<file path="src/ast_pkg.sv">
// Package with register map, field positions, reset values and timing counts of the sweep control.
package ast_pkg;

	// ************************************************************
	// Register offsets (word index on the register port)
	// ************************************************************
	localparam logic [3:0] OFF_CTRL0  = 4'h0;
	localparam logic [3:0] OFF_CTRL1  = 4'h1;
	localparam logic [3:0] OFF_CTRL2  = 4'h2;
	localparam logic [3:0] OFF_CTRL3  = 4'h3;
	localparam logic [3:0] OFF_CTRL4  = 4'h4;
	localparam logic [3:0] OFF_STATUS = 4'h5;
	localparam logic [3:0] OFF_RESULT = 4'h8;

	// ************************************************************
	// Field positions
	// ************************************************************
	localparam int POS_START      = 0;
	localparam int POS_TRIG_MODE  = 1;
	localparam int POS_REPEAT     = 2;
	localparam int POS_CHAN       = 3;
	localparam int POS_RES10      = 0;
	localparam int POS_EXT_SEL    = 1;
	localparam int POS_SAMPLE     = 0;
	localparam int POS_HW_SEL     = 1;
	localparam int POS_PIN_GROUP  = 2;
	localparam int POS_DMA        = 0;
	localparam int POS_MULTIPORT  = 1;
	localparam int POS_GROUP_SEL  = 0;
	localparam int POS_BUSY       = 0;
	localparam int POS_INDEX      = 1;

	// ************************************************************
	// Reset values
	// ************************************************************
	localparam logic [15:0] RST_CTRL0 = 16'h0000;
	localparam logic [15:0] RST_CTRL1 = 16'h0000;
	localparam logic [15:0] RST_CTRL2 = 16'h0000;
	localparam logic [15:0] RST_CTRL3 = 16'h0000;
	localparam logic [15:0] RST_CTRL4 = 16'h0000;

	// ************************************************************
	// Encodings
	// ************************************************************
	localparam logic [1:0] EXT_NONE  = 2'h0;
	localparam logic [1:0] EXT_ZERO  = 2'h1;
	localparam logic [1:0] EXT_ONE   = 2'h2;
	localparam logic [1:0] EXT_OPAMP = 2'h3;

	localparam logic [1:0] SRC_MAIN   = 2'h0;
	localparam logic [1:0] SRC_SECOND = 2'h1;
	localparam logic [1:0] SRC_EXT0   = 2'h2;
	localparam logic [1:0] SRC_EXT1   = 2'h3;

	localparam logic [3:0] SWEEP_LAST = 4'hF;

	// ************************************************************
	// Conversion lengths in converter clock cycles
	// ************************************************************
	localparam logic [5:0] CYC_SH_8    = 6'd28;
	localparam logic [5:0] CYC_SH_10   = 6'd33;
	localparam logic [5:0] CYC_PLAIN_8  = 6'd40;
	localparam logic [5:0] CYC_PLAIN_10 = 6'd49;

	typedef enum logic [2:0] {
		ST_IDLE = 3'b001,
		ST_WAIT = 3'b010,
		ST_CONV = 3'b100
	} ast_state_t;

endpackage

</file>
<file path="src/ast_result_mem.sv">
// Eight-word result store with a registered read port for the register bus.
module ast_result_mem (
	// Clock and reset
	input  wire logic        sys_clk,
	input  wire logic        reset,
	// Write side
	input  wire logic        wr_en,
	input  wire logic [2:0]  wr_addr,
	input  wire logic [9:0]  wr_data,
	// Read side
	input  wire logic        rd_en,
	input  wire logic        rd_mem,
	input  wire logic [2:0]  rd_addr,
	input  wire logic [15:0] side_data,
	output logic      [15:0] rd_data
);

	logic [9:0] mem [0:7];

	always_ff @(posedge sys_clk or posedge reset) begin
		if (reset) begin
			for (int i = 0; i < 8; i++) begin
				mem[i] <= 10'h000;
			end
		end else if (wr_en) begin
			mem[wr_addr] <= wr_data;
		end
	end

	// The bus read data are only valid in the cycle after the strobe, zero elsewhere.
	always_ff @(posedge sys_clk or posedge reset) begin
		if (reset) begin
			rd_data <= 16'h0000;
		end else if (rd_en && rd_mem) begin
			rd_data <= {6'h00, mem[rd_addr]};
		end else if (rd_en) begin
			rd_data <= side_data;
		end else begin
			rd_data <= 16'h0000;
		end
	end

endmodule

</file>
<file path="src/ast_sweep_trigger_control.sv">
// Converter sweep, trigger and result placement control with its register port.
// How it works
// - Multi-port sweep converts main channels 0-7, then selected group channels 0-7.
// - Sweep wraps from index 15 to 0 continuously; group select goes out unchanged.
// - Sweeping stops as soon as software writes the start bit to zero.
// - Each completed channel conversion raises an interrupt request pulse.
// - Ten-bit mode stores bits 9-0; eight-bit mode stores bits 9-2 as bits 7-0, upper zero.
// - With sample-hold, conversion takes 28 cycles at 8 bits, 33 at 10.
// - Software trigger mode begins converting once the start bit is one.
// - External mode starts on a falling edge of the trigger pin.
// - Hardware mode starts on the motor timer counter event.
// - Triggered modes need the start bit at one before the event counts.
// - A trigger during conversion aborts it and restarts from the beginning.
// - In DMA mode every result lands in register zero with a transfer request.
// - Outside multi-port sweep the two extended inputs can be conversion sources.
// - Extended select 00 none, 01 extended input zero, 10 extended input one.
// - Extended zero result to register zero; extended one to one, or zero in DMA.
// - Op-amp mode routes channel out on input zero, converts input one, own register.
module ast_sweep_trigger_control (
	// Clock and reset
	input  wire logic        sys_clk,
	input  wire logic        reset,
	// Register port
	input  wire logic [3:0]  reg_addr,
	input  wire logic [15:0] reg_wdata,
	input  wire logic        reg_wr,
	input  wire logic        reg_rd,
	output logic      [15:0] reg_rdata,
	// Trigger sources
	input  wire logic        external_trigger_input,
	input  wire logic        motor_timer_counter,
	// Converter core
	input  wire logic [9:0]  core_result,
	output logic      [1:0]  input_source,
	output logic      [1:0]  input_group,
	output logic      [2:0]  input_channel,
	output logic             extended_input_zero_drive,
	output logic             converting,
	// Requests
	output logic             irq_req,
	output logic             dma_req
);

	// ************************************************************
	// Control registers
	// ************************************************************
	logic       conversion_start_bit;
	logic       trigger_mode_select;
	logic       repeat_mode;
	logic [2:0] channel_select;
	logic       resolution_10;
	logic [1:0] extended_select;
	logic       sample_hold_enable;
	logic       hardware_trigger_select;
	logic [1:0] pin_group_select;
	logic       dma_mode_enable;
	logic       multiport_sweep_enable;
	logic [1:0] multiport_group_sel;

	logic wr_ctrl0;
	logic one_shot_end;
	logic conv_done;

	assign wr_ctrl0     = reg_wr && (reg_addr == ast_pkg::OFF_CTRL0);
	assign one_shot_end = conv_done && !multiport_sweep_enable && !repeat_mode;

	// A software write in the same cycle as the one-shot clear wins.
	always_ff @(posedge sys_clk or posedge reset) begin
		if (reset) begin
			conversion_start_bit <= ast_pkg::RST_CTRL0[ast_pkg::POS_START];
			trigger_mode_select  <= ast_pkg::RST_CTRL0[ast_pkg::POS_TRIG_MODE];
			repeat_mode          <= ast_pkg::RST_CTRL0[ast_pkg::POS_REPEAT];
			channel_select       <= ast_pkg::RST_CTRL0[ast_pkg::POS_CHAN +: 3];
		end else if (wr_ctrl0) begin
			conversion_start_bit <= reg_wdata[ast_pkg::POS_START];
			trigger_mode_select  <= reg_wdata[ast_pkg::POS_TRIG_MODE];
			repeat_mode          <= reg_wdata[ast_pkg::POS_REPEAT];
			channel_select       <= reg_wdata[ast_pkg::POS_CHAN +: 3];
		end else if (one_shot_end) begin
			conversion_start_bit <= 1'b0;
		end
	end

	always_ff @(posedge sys_clk or posedge reset) begin
		if (reset) begin
			resolution_10           <= ast_pkg::RST_CTRL1[ast_pkg::POS_RES10];
			extended_select         <= ast_pkg::RST_CTRL1[ast_pkg::POS_EXT_SEL +: 2];
			sample_hold_enable      <= ast_pkg::RST_CTRL2[ast_pkg::POS_SAMPLE];
			hardware_trigger_select <= ast_pkg::RST_CTRL2[ast_pkg::POS_HW_SEL];
			pin_group_select        <= ast_pkg::RST_CTRL2[ast_pkg::POS_PIN_GROUP +: 2];
			dma_mode_enable         <= ast_pkg::RST_CTRL3[ast_pkg::POS_DMA];
			multiport_sweep_enable  <= ast_pkg::RST_CTRL3[ast_pkg::POS_MULTIPORT];
			multiport_group_sel     <= ast_pkg::RST_CTRL4[ast_pkg::POS_GROUP_SEL +: 2];
		end else if (reg_wr) begin
			unique case (reg_addr)
				ast_pkg::OFF_CTRL1: begin
					resolution_10   <= reg_wdata[ast_pkg::POS_RES10];
					extended_select <= reg_wdata[ast_pkg::POS_EXT_SEL +: 2];
				end
				ast_pkg::OFF_CTRL2: begin
					sample_hold_enable      <= reg_wdata[ast_pkg::POS_SAMPLE];
					hardware_trigger_select <= reg_wdata[ast_pkg::POS_HW_SEL];
					pin_group_select        <= reg_wdata[ast_pkg::POS_PIN_GROUP +: 2];
				end
				ast_pkg::OFF_CTRL3: begin
					dma_mode_enable        <= reg_wdata[ast_pkg::POS_DMA];
					multiport_sweep_enable <= reg_wdata[ast_pkg::POS_MULTIPORT];
				end
				ast_pkg::OFF_CTRL4: begin
					multiport_group_sel <= reg_wdata[ast_pkg::POS_GROUP_SEL +: 2];
				end
				default: begin
				end
			endcase
		end
	end

	// ************************************************************
	// Trigger detection
	// ************************************************************
	logic ext_meta;
	logic ext_sync;
	logic ext_prev;
	logic ext_fall;
	logic trig_event;

	always_ff @(posedge sys_clk or posedge reset) begin
		if (reset) begin
			ext_meta <= 1'b1;
			ext_sync <= 1'b1;
			ext_prev <= 1'b1;
		end else begin
			ext_meta <= external_trigger_input;
			ext_sync <= ext_meta;
			ext_prev <= ext_sync;
		end
	end

	assign ext_fall   = ext_prev && !ext_sync;
	assign trig_event = trigger_mode_select &&
		(hardware_trigger_select ? motor_timer_counter : ext_fall);

	// ************************************************************
	// Sequencer
	// ************************************************************
	function automatic logic [5:0] conv_length(input logic sh, input logic ten);
		if (sh) begin
			conv_length = ten ? ast_pkg::CYC_SH_10 : ast_pkg::CYC_SH_8;
		end else begin
			conv_length = ten ? ast_pkg::CYC_PLAIN_10 : ast_pkg::CYC_PLAIN_8;
		end
	endfunction

	ast_pkg::ast_state_t state;
	ast_pkg::ast_state_t next_state;
	logic [5:0]          cycle_left;
	logic [3:0]          sweep_index;
	logic                begin_conv;

	always_comb begin
		next_state = state;
		begin_conv = 1'b0;
		unique case (state)
			ast_pkg::ST_IDLE: begin
				if (conversion_start_bit && !trigger_mode_select) begin
					begin_conv = 1'b1;
					next_state = ast_pkg::ST_CONV;
				end else if (conversion_start_bit) begin
					next_state = ast_pkg::ST_WAIT;
				end
			end
			ast_pkg::ST_WAIT: begin
				if (!conversion_start_bit) begin
					next_state = ast_pkg::ST_IDLE;
				end else if (trig_event) begin
					begin_conv = 1'b1;
					next_state = ast_pkg::ST_CONV;
				end
			end
			ast_pkg::ST_CONV: begin
				if (!conversion_start_bit) begin
					next_state = ast_pkg::ST_IDLE;
				end else if (trig_event) begin
					begin_conv = 1'b1;
				end else if (one_shot_end) begin
					next_state = ast_pkg::ST_IDLE;
				end
			end
			default: begin
				next_state = ast_pkg::ST_IDLE;
			end
		endcase
	end

	assign conv_done = (state == ast_pkg::ST_CONV) && conversion_start_bit &&
		!trig_event && (cycle_left == 6'd0);

	always_ff @(posedge sys_clk or posedge reset) begin
		if (reset) begin
			state <= ast_pkg::ST_IDLE;
		end else begin
			state <= next_state;
		end
	end

	always_ff @(posedge sys_clk or posedge reset) begin
		if (reset) begin
			cycle_left <= 6'd0;
		end else if (begin_conv || conv_done) begin
			cycle_left <= conv_length(sample_hold_enable, resolution_10) - 6'd1;
		end else if (state == ast_pkg::ST_CONV) begin
			cycle_left <= cycle_left - 6'd1;
		end
	end

	// The index wraps by its own width, so index 15 is followed by 0.
	always_ff @(posedge sys_clk or posedge reset) begin
		if (reset) begin
			sweep_index <= 4'h0;
		end else if (begin_conv) begin
			sweep_index <= 4'h0;
		end else if (conv_done && multiport_sweep_enable) begin
			sweep_index <= sweep_index + 4'h1;
		end
	end

	// ************************************************************
	// Input routing and result placement
	// ************************************************************
	logic [2:0] dest_reg;
	logic [9:0] placed_result;

	always_comb begin
		if (dma_mode_enable) begin
			dest_reg = 3'd0;
		end else if (multiport_sweep_enable) begin
			dest_reg = sweep_index[2:0];
		end else if (extended_select == ast_pkg::EXT_ZERO) begin
			dest_reg = 3'd0;
		end else if (extended_select == ast_pkg::EXT_ONE) begin
			dest_reg = 3'd1;
		end else begin
			dest_reg = channel_select;
		end
	end

	assign placed_result = resolution_10 ? core_result : {2'h0, core_result[9:2]};

	// Routing lags the sequencer by one cycle; the core samples only at the end.
	always_ff @(posedge sys_clk or posedge reset) begin
		if (reset) begin
			input_source              <= ast_pkg::SRC_MAIN;
			input_group               <= 2'h0;
			input_channel             <= 3'h0;
			extended_input_zero_drive <= 1'b0;
		end else if (multiport_sweep_enable) begin
			input_source              <= sweep_index[3] ? ast_pkg::SRC_SECOND : ast_pkg::SRC_MAIN;
			input_group               <= multiport_group_sel;
			input_channel             <= sweep_index[2:0];
			extended_input_zero_drive <= 1'b0;
		end else begin
			unique case (extended_select)
				ast_pkg::EXT_ZERO:  input_source <= ast_pkg::SRC_EXT0;
				ast_pkg::EXT_ONE:   input_source <= ast_pkg::SRC_EXT1;
				ast_pkg::EXT_OPAMP: input_source <= ast_pkg::SRC_EXT1;
				default:            input_source <= ast_pkg::SRC_MAIN;
			endcase
			input_group               <= pin_group_select;
			input_channel             <= channel_select;
			extended_input_zero_drive <= (extended_select == ast_pkg::EXT_OPAMP);
		end
	end

	// ************************************************************
	// Requests and status
	// ************************************************************
	always_ff @(posedge sys_clk or posedge reset) begin
		if (reset) begin
			irq_req    <= 1'b0;
			dma_req    <= 1'b0;
			converting <= 1'b0;
		end else begin
			irq_req    <= conv_done;
			dma_req    <= conv_done && dma_mode_enable;
			converting <= (next_state == ast_pkg::ST_CONV);
		end
	end

	// ************************************************************
	// Register read path
	// ************************************************************
	logic [15:0] ctrl_read;

	always_comb begin
		ctrl_read = 16'h0000;
		unique case (reg_addr)
			ast_pkg::OFF_CTRL0: begin
				ctrl_read[ast_pkg::POS_START]      = conversion_start_bit;
				ctrl_read[ast_pkg::POS_TRIG_MODE]  = trigger_mode_select;
				ctrl_read[ast_pkg::POS_REPEAT]     = repeat_mode;
				ctrl_read[ast_pkg::POS_CHAN +: 3]  = channel_select;
			end
			ast_pkg::OFF_CTRL1: begin
				ctrl_read[ast_pkg::POS_RES10]       = resolution_10;
				ctrl_read[ast_pkg::POS_EXT_SEL +: 2] = extended_select;
			end
			ast_pkg::OFF_CTRL2: begin
				ctrl_read[ast_pkg::POS_SAMPLE]         = sample_hold_enable;
				ctrl_read[ast_pkg::POS_HW_SEL]         = hardware_trigger_select;
				ctrl_read[ast_pkg::POS_PIN_GROUP +: 2] = pin_group_select;
			end
			ast_pkg::OFF_CTRL3: begin
				ctrl_read[ast_pkg::POS_DMA]       = dma_mode_enable;
				ctrl_read[ast_pkg::POS_MULTIPORT] = multiport_sweep_enable;
			end
			ast_pkg::OFF_CTRL4: ctrl_read[ast_pkg::POS_GROUP_SEL +: 2] = multiport_group_sel;
			ast_pkg::OFF_STATUS: begin
				ctrl_read[ast_pkg::POS_BUSY]       = (state == ast_pkg::ST_CONV);
				ctrl_read[ast_pkg::POS_INDEX +: 4] = sweep_index;
			end
			default: ctrl_read = 16'h0000;
		endcase
	end

	ast_result_mem u_result_mem (
		.sys_clk   (sys_clk),
		.reset     (reset),
		.wr_en     (conv_done),
		.wr_addr   (dest_reg),
		.wr_data   (placed_result),
		.rd_en     (reg_rd),
		.rd_mem    (reg_addr[3] == ast_pkg::OFF_RESULT[3]),
		.rd_addr   (reg_addr[2:0]),
		.side_data (ctrl_read),
		.rd_data   (reg_rdata)
	);

	logic [5:0] conv_age;

	always_ff @(posedge sys_clk or posedge reset) begin
		if (reset) begin
			conv_age <= 6'd0;
		end else if (begin_conv || conv_done) begin
			conv_age <= 6'd0;
		end else if (conv_age != 6'h3F) begin
			conv_age <= conv_age + 6'd1;
		end
	end
endmodule

</file>
<file path="config.mk">
export PLATFORM = sky130hd
export DESIGN_NAME = ast_sweep_trigger_control
export DESIGN_NICKNAME = d
export VERILOG_FILES = /design/src/ast_pkg.sv /design/src/ast_result_mem.sv /design/src/ast_sweep_trigger_control.sv
export SDC_FILE = /design/constraint.sdc
export NUM_CORES = 1
export LEC_CHECK = 0
export BUFFER_PORTS_ARGS = -buffer_cell sky130_fd_sc_hd__buf_2
export CELL_PAD_IN_SITES_DETAIL_PLACEMENT = 1
export CELL_PAD_IN_SITES_GLOBAL_PLACEMENT = 2
export CORE_UTILIZATION = 42
export DETAILED_ROUTE_END_ITERATION = 8
export MAX_ROUTING_LAYER = met4
export PLACE_DENSITY_LB_ADDON = 0.1
export REMOVE_ABC_BUFFERS = 1
export SLEW_MARGIN = 20
export SYNTH_ARGS = -nofsm -noshare
export SYNTH_HDL_FRONTEND = slang
export SYNTH_SLANG_ARGS = --single-unit
</file>
<file path="constraint.sdc">
create_clock -name sys_clk -period 4.39 [get_ports sys_clk]
set_clock_uncertainty 0.15 [all_clocks]
set_input_delay 0.2195 -clock sys_clk [delete_from_list [all_inputs] [get_ports sys_clk]]
set_output_delay 0.2195 -clock sys_clk [all_outputs]
set_load 0.01 [all_outputs]
</file>
== After elaboration in Yosys (flattened, before gate mapping) ==
Index checks and enable logic that the tools add are counted.

* Input bits: 36
* Register bits: 140
* Logic and storage cells: 131
* Output and inout port bits: 27

* Add/sub/neg operators: 3
* Reduce and logical (&&, ||, !) cells: 30
* Equality and inequality tests: 12
* Bitwise gates (word level): 2
* Muxes and demuxes: 47
* $lt $le $gt $ge: 3

{| class="wikitable"
|+ Operator list
! operator !! number
|-
| bitwise mux 80 bit || 1
|-
| 2-to-1 mux 10 bit || 4
|-
| 2-to-1 mux 3 bit || 12
|-
| 2-to-1 mux 6 bit || 6
|-
| binary-select mux 10 bit (select 3 bit) || 1
|-
| demux 10 bit (select 3 bit) || 1
|-
| 2-to-1 mux 16 bit || 1
|-
| logical AND 1 bit || 13
|-
| case mux 2 bit (6 select lines) || 1
|-
| subtractor 6 x 1 -> 6 bit, second input constant || 2
|-
| 2-to-1 mux 1 bit || 9
|-
| case mux 3 bit (3 select lines) || 1
|-
| equality test 4 x 2 -> 1 bit, second input constant || 2
|-
| equality test 4 x 3 -> 1 bit, second input constant || 2
|-
| >= comparator 4 bit, second input constant || 2
|-
| 2-to-1 mux 4 bit || 2
|-
| inverter 3 -> 4 bit || 2
|-
| AND reduction 2 bit || 4
|-
| equality test 3 bit, second input constant || 2
|-
| logical NOT 6 bit || 1
|-
| nonzero test 2 bit || 3
|-
| logical NOT 1 bit || 5
|-
| 2-to-1 mux 5 bit || 1
|-
| adder 4 x 1 -> 4 bit, second input constant || 1
|-
| 14 further kinds || 18
|}

== Logic depth before layout (Yosys ltp) ==
* Depth in word-level cells: 14
* Depth in mapped cells: 12
* Mapped depth without buffers: 11

== Hierarchy ==
A second synthesis with hierarchy kept.

* Cell total of the unflattened synthesis: 499
* Area total of the unflattened synthesis: 6592.6 um^2

{| class="wikitable"
|+ By module, submodules not included
! module !! seq. area each (um^2) !! cells an instance !! instances !! area an instance (um^2)
|-
| ast_result_mem || 2402.3 || 281 || 1 || 4204.0
|-
| ast_sweep_trigger_control || 1106.1 || 218 || 1 || 2388.5
|}

== Worst setup path before layout ==
OpenSTA, ideal clock, no wires.

* Path kind: reg-to-reg
* Start point: register cycle_left[0]
* End point: register cycle_left[4]
* Path slack: 1719 ps
* Data arrival time: 2393 ps
* Stages on the path, launching flop included: 13
* Library setup time: 128 ps
* Period minus slack after synthesis: 2671 ps
* Required time: 4112 ps
* Buffers on the path: 1
* Cells stage by stage: dfrtp_1 nor3_1 nand4_2 or2_1 inv_1 or2_2 buf_4 mux2i_1 ha_1 nand3_1 and2_1 a21oi_1 o2bb2ai_1

* Longest elaborated chain between the ends: 4
* Elaborated cells between the ends (all ways): 7

{| class="wikitable"
|+ RTL lines
! what !! line !! text
|-
| start: declaration || ast_sweep_trigger_control.sv:156 || <nowiki>logic [5:0] cycle_left;</nowiki>
|-
| start signal: assignment || ast_sweep_trigger_control.sv:210 || <nowiki>cycle_left <= conv_length(sample_hold_enable, resolution_10) - 6'd1;</nowiki>
|-
| start signal: assignment || ast_sweep_trigger_control.sv:212 || <nowiki>cycle_left <= cycle_left - 6'd1;</nowiki>
|-
| logical NOT 6 bit (*) || ast_sweep_trigger_control.sv:196 || <nowiki>!trig_event && (cycle_left == 6'd0);</nowiki>
|-
| logical AND 1 bit (*) || ast_sweep_trigger_control.sv:196 ||
|-
| named net conv_done || ast_sweep_trigger_control.sv:62 || <nowiki>logic conv_done;</nowiki>
|-
| logical OR 1 bit (*) || - ||
|-
| 2-to-1 mux 6 bit or nonzero test 2 bit (tied branches) || - ||
|}

The timed path passes the listed nets; every way through them passes the cells marked *. The select of a mux whose other input is x is not followed.
A chain may end at the register's enable or synchronous reset.

== Worst setup path in the final report ==
* Start point: register state[2]
* End point: register cycle_left[4]

* Longest elaborated chain between the ends: 6
* Elaborated cells between the ends (all ways): 11

{| class="wikitable"
|+ RTL lines
! what !! line !! text
|-
| start: declaration || ast_sweep_trigger_control.sv:154 || <nowiki>ast_pkg::ast_state_t state;</nowiki>
|-
| start signal: assignment || ast_sweep_trigger_control.sv:200 || <nowiki>state <= ast_pkg::ST_IDLE;</nowiki>
|-
| start signal: assignment || ast_sweep_trigger_control.sv:202 || <nowiki>state <= next_state;</nowiki>
|-
| equality test 3 bit (*) || ast_sweep_trigger_control.sv:195 || <nowiki>assign conv_done = (state == ast_pkg::ST_CONV) && conversion_start_bit &&</nowiki>
|-
| logical AND 1 bit (*) (2 in series) || ast_sweep_trigger_control.sv:195 ||
|-
| logical AND 1 bit (*) || ast_sweep_trigger_control.sv:196 ||
|-
| named net conv_done || ast_sweep_trigger_control.sv:62 ||
|-
| logical OR 1 bit (*) || - ||
|-
| 2-to-1 mux 6 bit or nonzero test 2 bit (tied branches) || - ||
|}

The timed path passes the listed nets; every way through them passes the cells marked *.

==> run summary <==
Worst Setup End Kind: flip-flop
Crit-path max cell delay: 0.45 ns
Crit path max-delay family: simple AND/OR/NAND/NOR gates
Fin Setup TNS: 0 ns
DR vias: 3932
Outcome: finished, violations left
Mapped Area: 6350 µm²
Area share of the largest cell type after synthesis: 51.2%
Post-synth ARST share: 100%
TritonCTS Sinks: 134
Cells after Synth: 467
Drc violations: 11
TritonCTS clock tree: built
Clock transition at the registers of the reported paths: 0.06 ns
Max capacitance violation total: 0
# rows: 44
Leak: 3.55 nW
Final setup vio count: 0
Slew Limit Fails: 0
#FFs+latches synth: 134
Hold WS: 0.113 ns
Inserted Diodes: 0
Post-DP HPWL: 9950 µm
Die width: 125 µm
Post-synth EDFFs: 0
RSZ-0062 raised after global routing: false
Max Fclk: 0.325 GHz
Starting density of the core: 43.4%
Primary FF master, synth: dfrtp_1
Die area: 15600 µm²
Simple-gate share of the synthesized area: 8.71%
CTS root buf: clkbuf_16
Gpl congestion: 0.731
H-tree depth: 4
Main combinational cell family by area after synthesis: multiplexers
VDD IR-drop max: 0.266 mV
Post-synthesis cell type count: 54
Post-synthesis mux area share: 29.0%
Synth area leader: dfrtp_1
Layout area overhead: 16.8%
Worst setup SP type: flip-flop
DR pass1 iterations: 6
Setup ws final: 1.32 ns
Minimum clock period: 3.07 ns
Final Cycle Share: 70.0%
Total routed wirelength: 15100 µm
Worst Path Arrival: 3.21 ns
Sequential share of the synthesized area: 52.9%
Antenna violations before repair: 0
Failing checks: design-rule violations
Critical Path RT: 4.53 ns
Cts bufs inserted: 17
Mean Syn Cell Area: 13.6 µm²
Chip height: 125 µm
Synth warn: 0
Slowest-stage cell, CP: dfrtp_1
Ratio of cells with drive above 1 in the final layout: 43.0%
Via-to-Cell Ratio: 5.49
Filler cells: 1477
Routed length per instance: 21.1 µm
Worst path buffer plus inverter count: 2
# IOs: 63
Worst slack, placed: 1.31 ns
Total GRT Usage: 21.8%
Commonest cells post-synth: 130 x dfrtp_1, 109 x mux2_2, 20 x mux4_2
Final ANT Viol Nets: 0
Largest net degree at the start of global routing: 72
Clock insertion delay at the later pin of the skew report: 0.42 ns
Pwr dens: 463 nW/µm²
Vias in the first global route: 4327
Compound-Gate Fraction of Synth Area: 4.29%
CP max FO: 11
Final Cell Area: 7420 µm²
Crit path kind: flip-flop to flip-flop
GRT overflow: 0
Slew margin rel.: 41.4%
Most common cell in the netlist: dfrtp_1
Clock Path Buffers: 2
Core Footprint: 14600 µm²
First-pass GRT wire length: 24800 µm
Layout Nets: 559
Worst Tran Pin Value: 0.878 ns
Post-CTS setup buffer count: 0
Post-synthesis xor/xnor area fraction: 1.52%
Hold Fails Final Rpt: 0
Placed cell areas: 6720 µm²
IO Port Bufs: 46
Post-Synth Adder-Cell Area: 0.788%
Initial DRC count: 202
Synth area leaders: dfrtp_1 51%, mux2_2 19%, mux4_2 7.1%
Cell chain of the critical path: nor3b_2 > buf_4 > nand4_2 > or2_1 > inv_1 > or2_2 > mux2i_1 > ha_1 > nand3_1 > and2_1 > a21oi_1 > o2bb2ai_1
HP Class: input pin to flip-flop
-- where the power goes --
group | internal (mW) | total (mW) | switching, mW
sequential | 1.34 | 1.46 | 0.121
combinational | 0.229 | 0.504 | 0.275
clock | 0.913 | 1.47 | 0.557
total | 2.48 | 3.43 | 0.954
-- flip-flops by register name (all words and copies together) (netlist names), 3 cells and up --
| name | count |
|---|---|
| cycle_left | 6 |
| input_channel | 3 |
| u_result_mem.rd_data | 10 |
| u_result_mem.mem | 80 |
| state | 3 |
| channel_select | 3 |
| sweep_index | 4 |
-- placed cells by master (no fill, tap or decap), drive strengths merged, types with 2 or more instances in the layout --
cell type,count
a211oi,2
a21oi,9
a31oi,2
a32o,2
and2,6
buf,49
bufinv,3
clkbuf,18
clkinv,7
conb,6
dfrtp,130
dfstp,4
dlygate4sd3,9
ha,4
inv,10
mux2,111
mux2i,14
mux4,20
nand2,25
nand2b,4
nand3,6
nand3b,2
nand4,2
nor2,16
nor2b,5
nor3,12
nor3b,11
o21a,3
o21ai,8
o311a,2
o31a,2
or2,2
xnor2,5
xor2,6
-- layer usage --
metal  wire length, µm  vias to the layer above  GRT usage, %
li1                  -                     1789             -
met1              7270                     2080          29.5
met2              7330                       55          33.7
met3               390                        8          5.13
met4                87                        0          4.73
met5                 0                        -             -
-- area by class of cell --
| type | count | area, µm² | share of cell area, % |
|---|---|---|---|
| clock inverter | 14 | 174 | 2.34 |
| clock buffer | 18 | 439 | 5.92 |
| sequential | 134 | 3360 | 45.3 |
| inverter | 7 | 28.8 | 0.388 |
| multi-input combinational | 301 | 2840 | 38.2 |
| timing repair buffer | 58 | 355 | 4.79 |
| tap | 184 | 230 | 3.10 |
-- worst min-delay path, delay by kind of cell --
kind	cells	cell delay, ns
buffers and inverters	1	0.11
and+or+nand+nor	1	0.15
muxes	1	0.17
-- final timing paths --
check	startpoint	end	slack (ns)	cells past startpoint
worst max-delay path	state[2]	cycle_left[4]	1.32	12
worst min-delay path	reg_wr	multiport_group_sel[0]	0.11	3
worst max register to register	state[2]	cycle_left[4]	1.32	12
worst min register to register	ext_meta	ext_sync	0.21	0
max in group asynchronous	reset	u_result_mem.mem[54]	2.88	4
min in group asynchronous	reset	hardware_trigger_select	0.35	3
-- through the flow --
stage / utilization (%) / instances / power (mW)
after global placement: 45.9 / 675 / 1.97
final: 50.7 / 716 / 3.43
after global routing: 50.7 / 716 / 3.60
after detailed placement: 45.9 / 675 / 1.99
after CTS: 50.7 / 716 / 3.48
after floorplan: - / 442 / 1.79
-- logic make-up after synthesis --
logic type      count (synthesis)
compound gates                 40
xor+xnor                       11
fa+ha+maj                       4
buf+inv                        37
flops                         134
mux                           145
other cells                     1
simple gates                   95
-- repair_timing --
action                     CTS  global route
hold endpoints to repair    86             0
setup endpoints to repair    0             0
resized for setup            0             0
hold buffers                 9             0
Power figures use the tool's default switching activity.
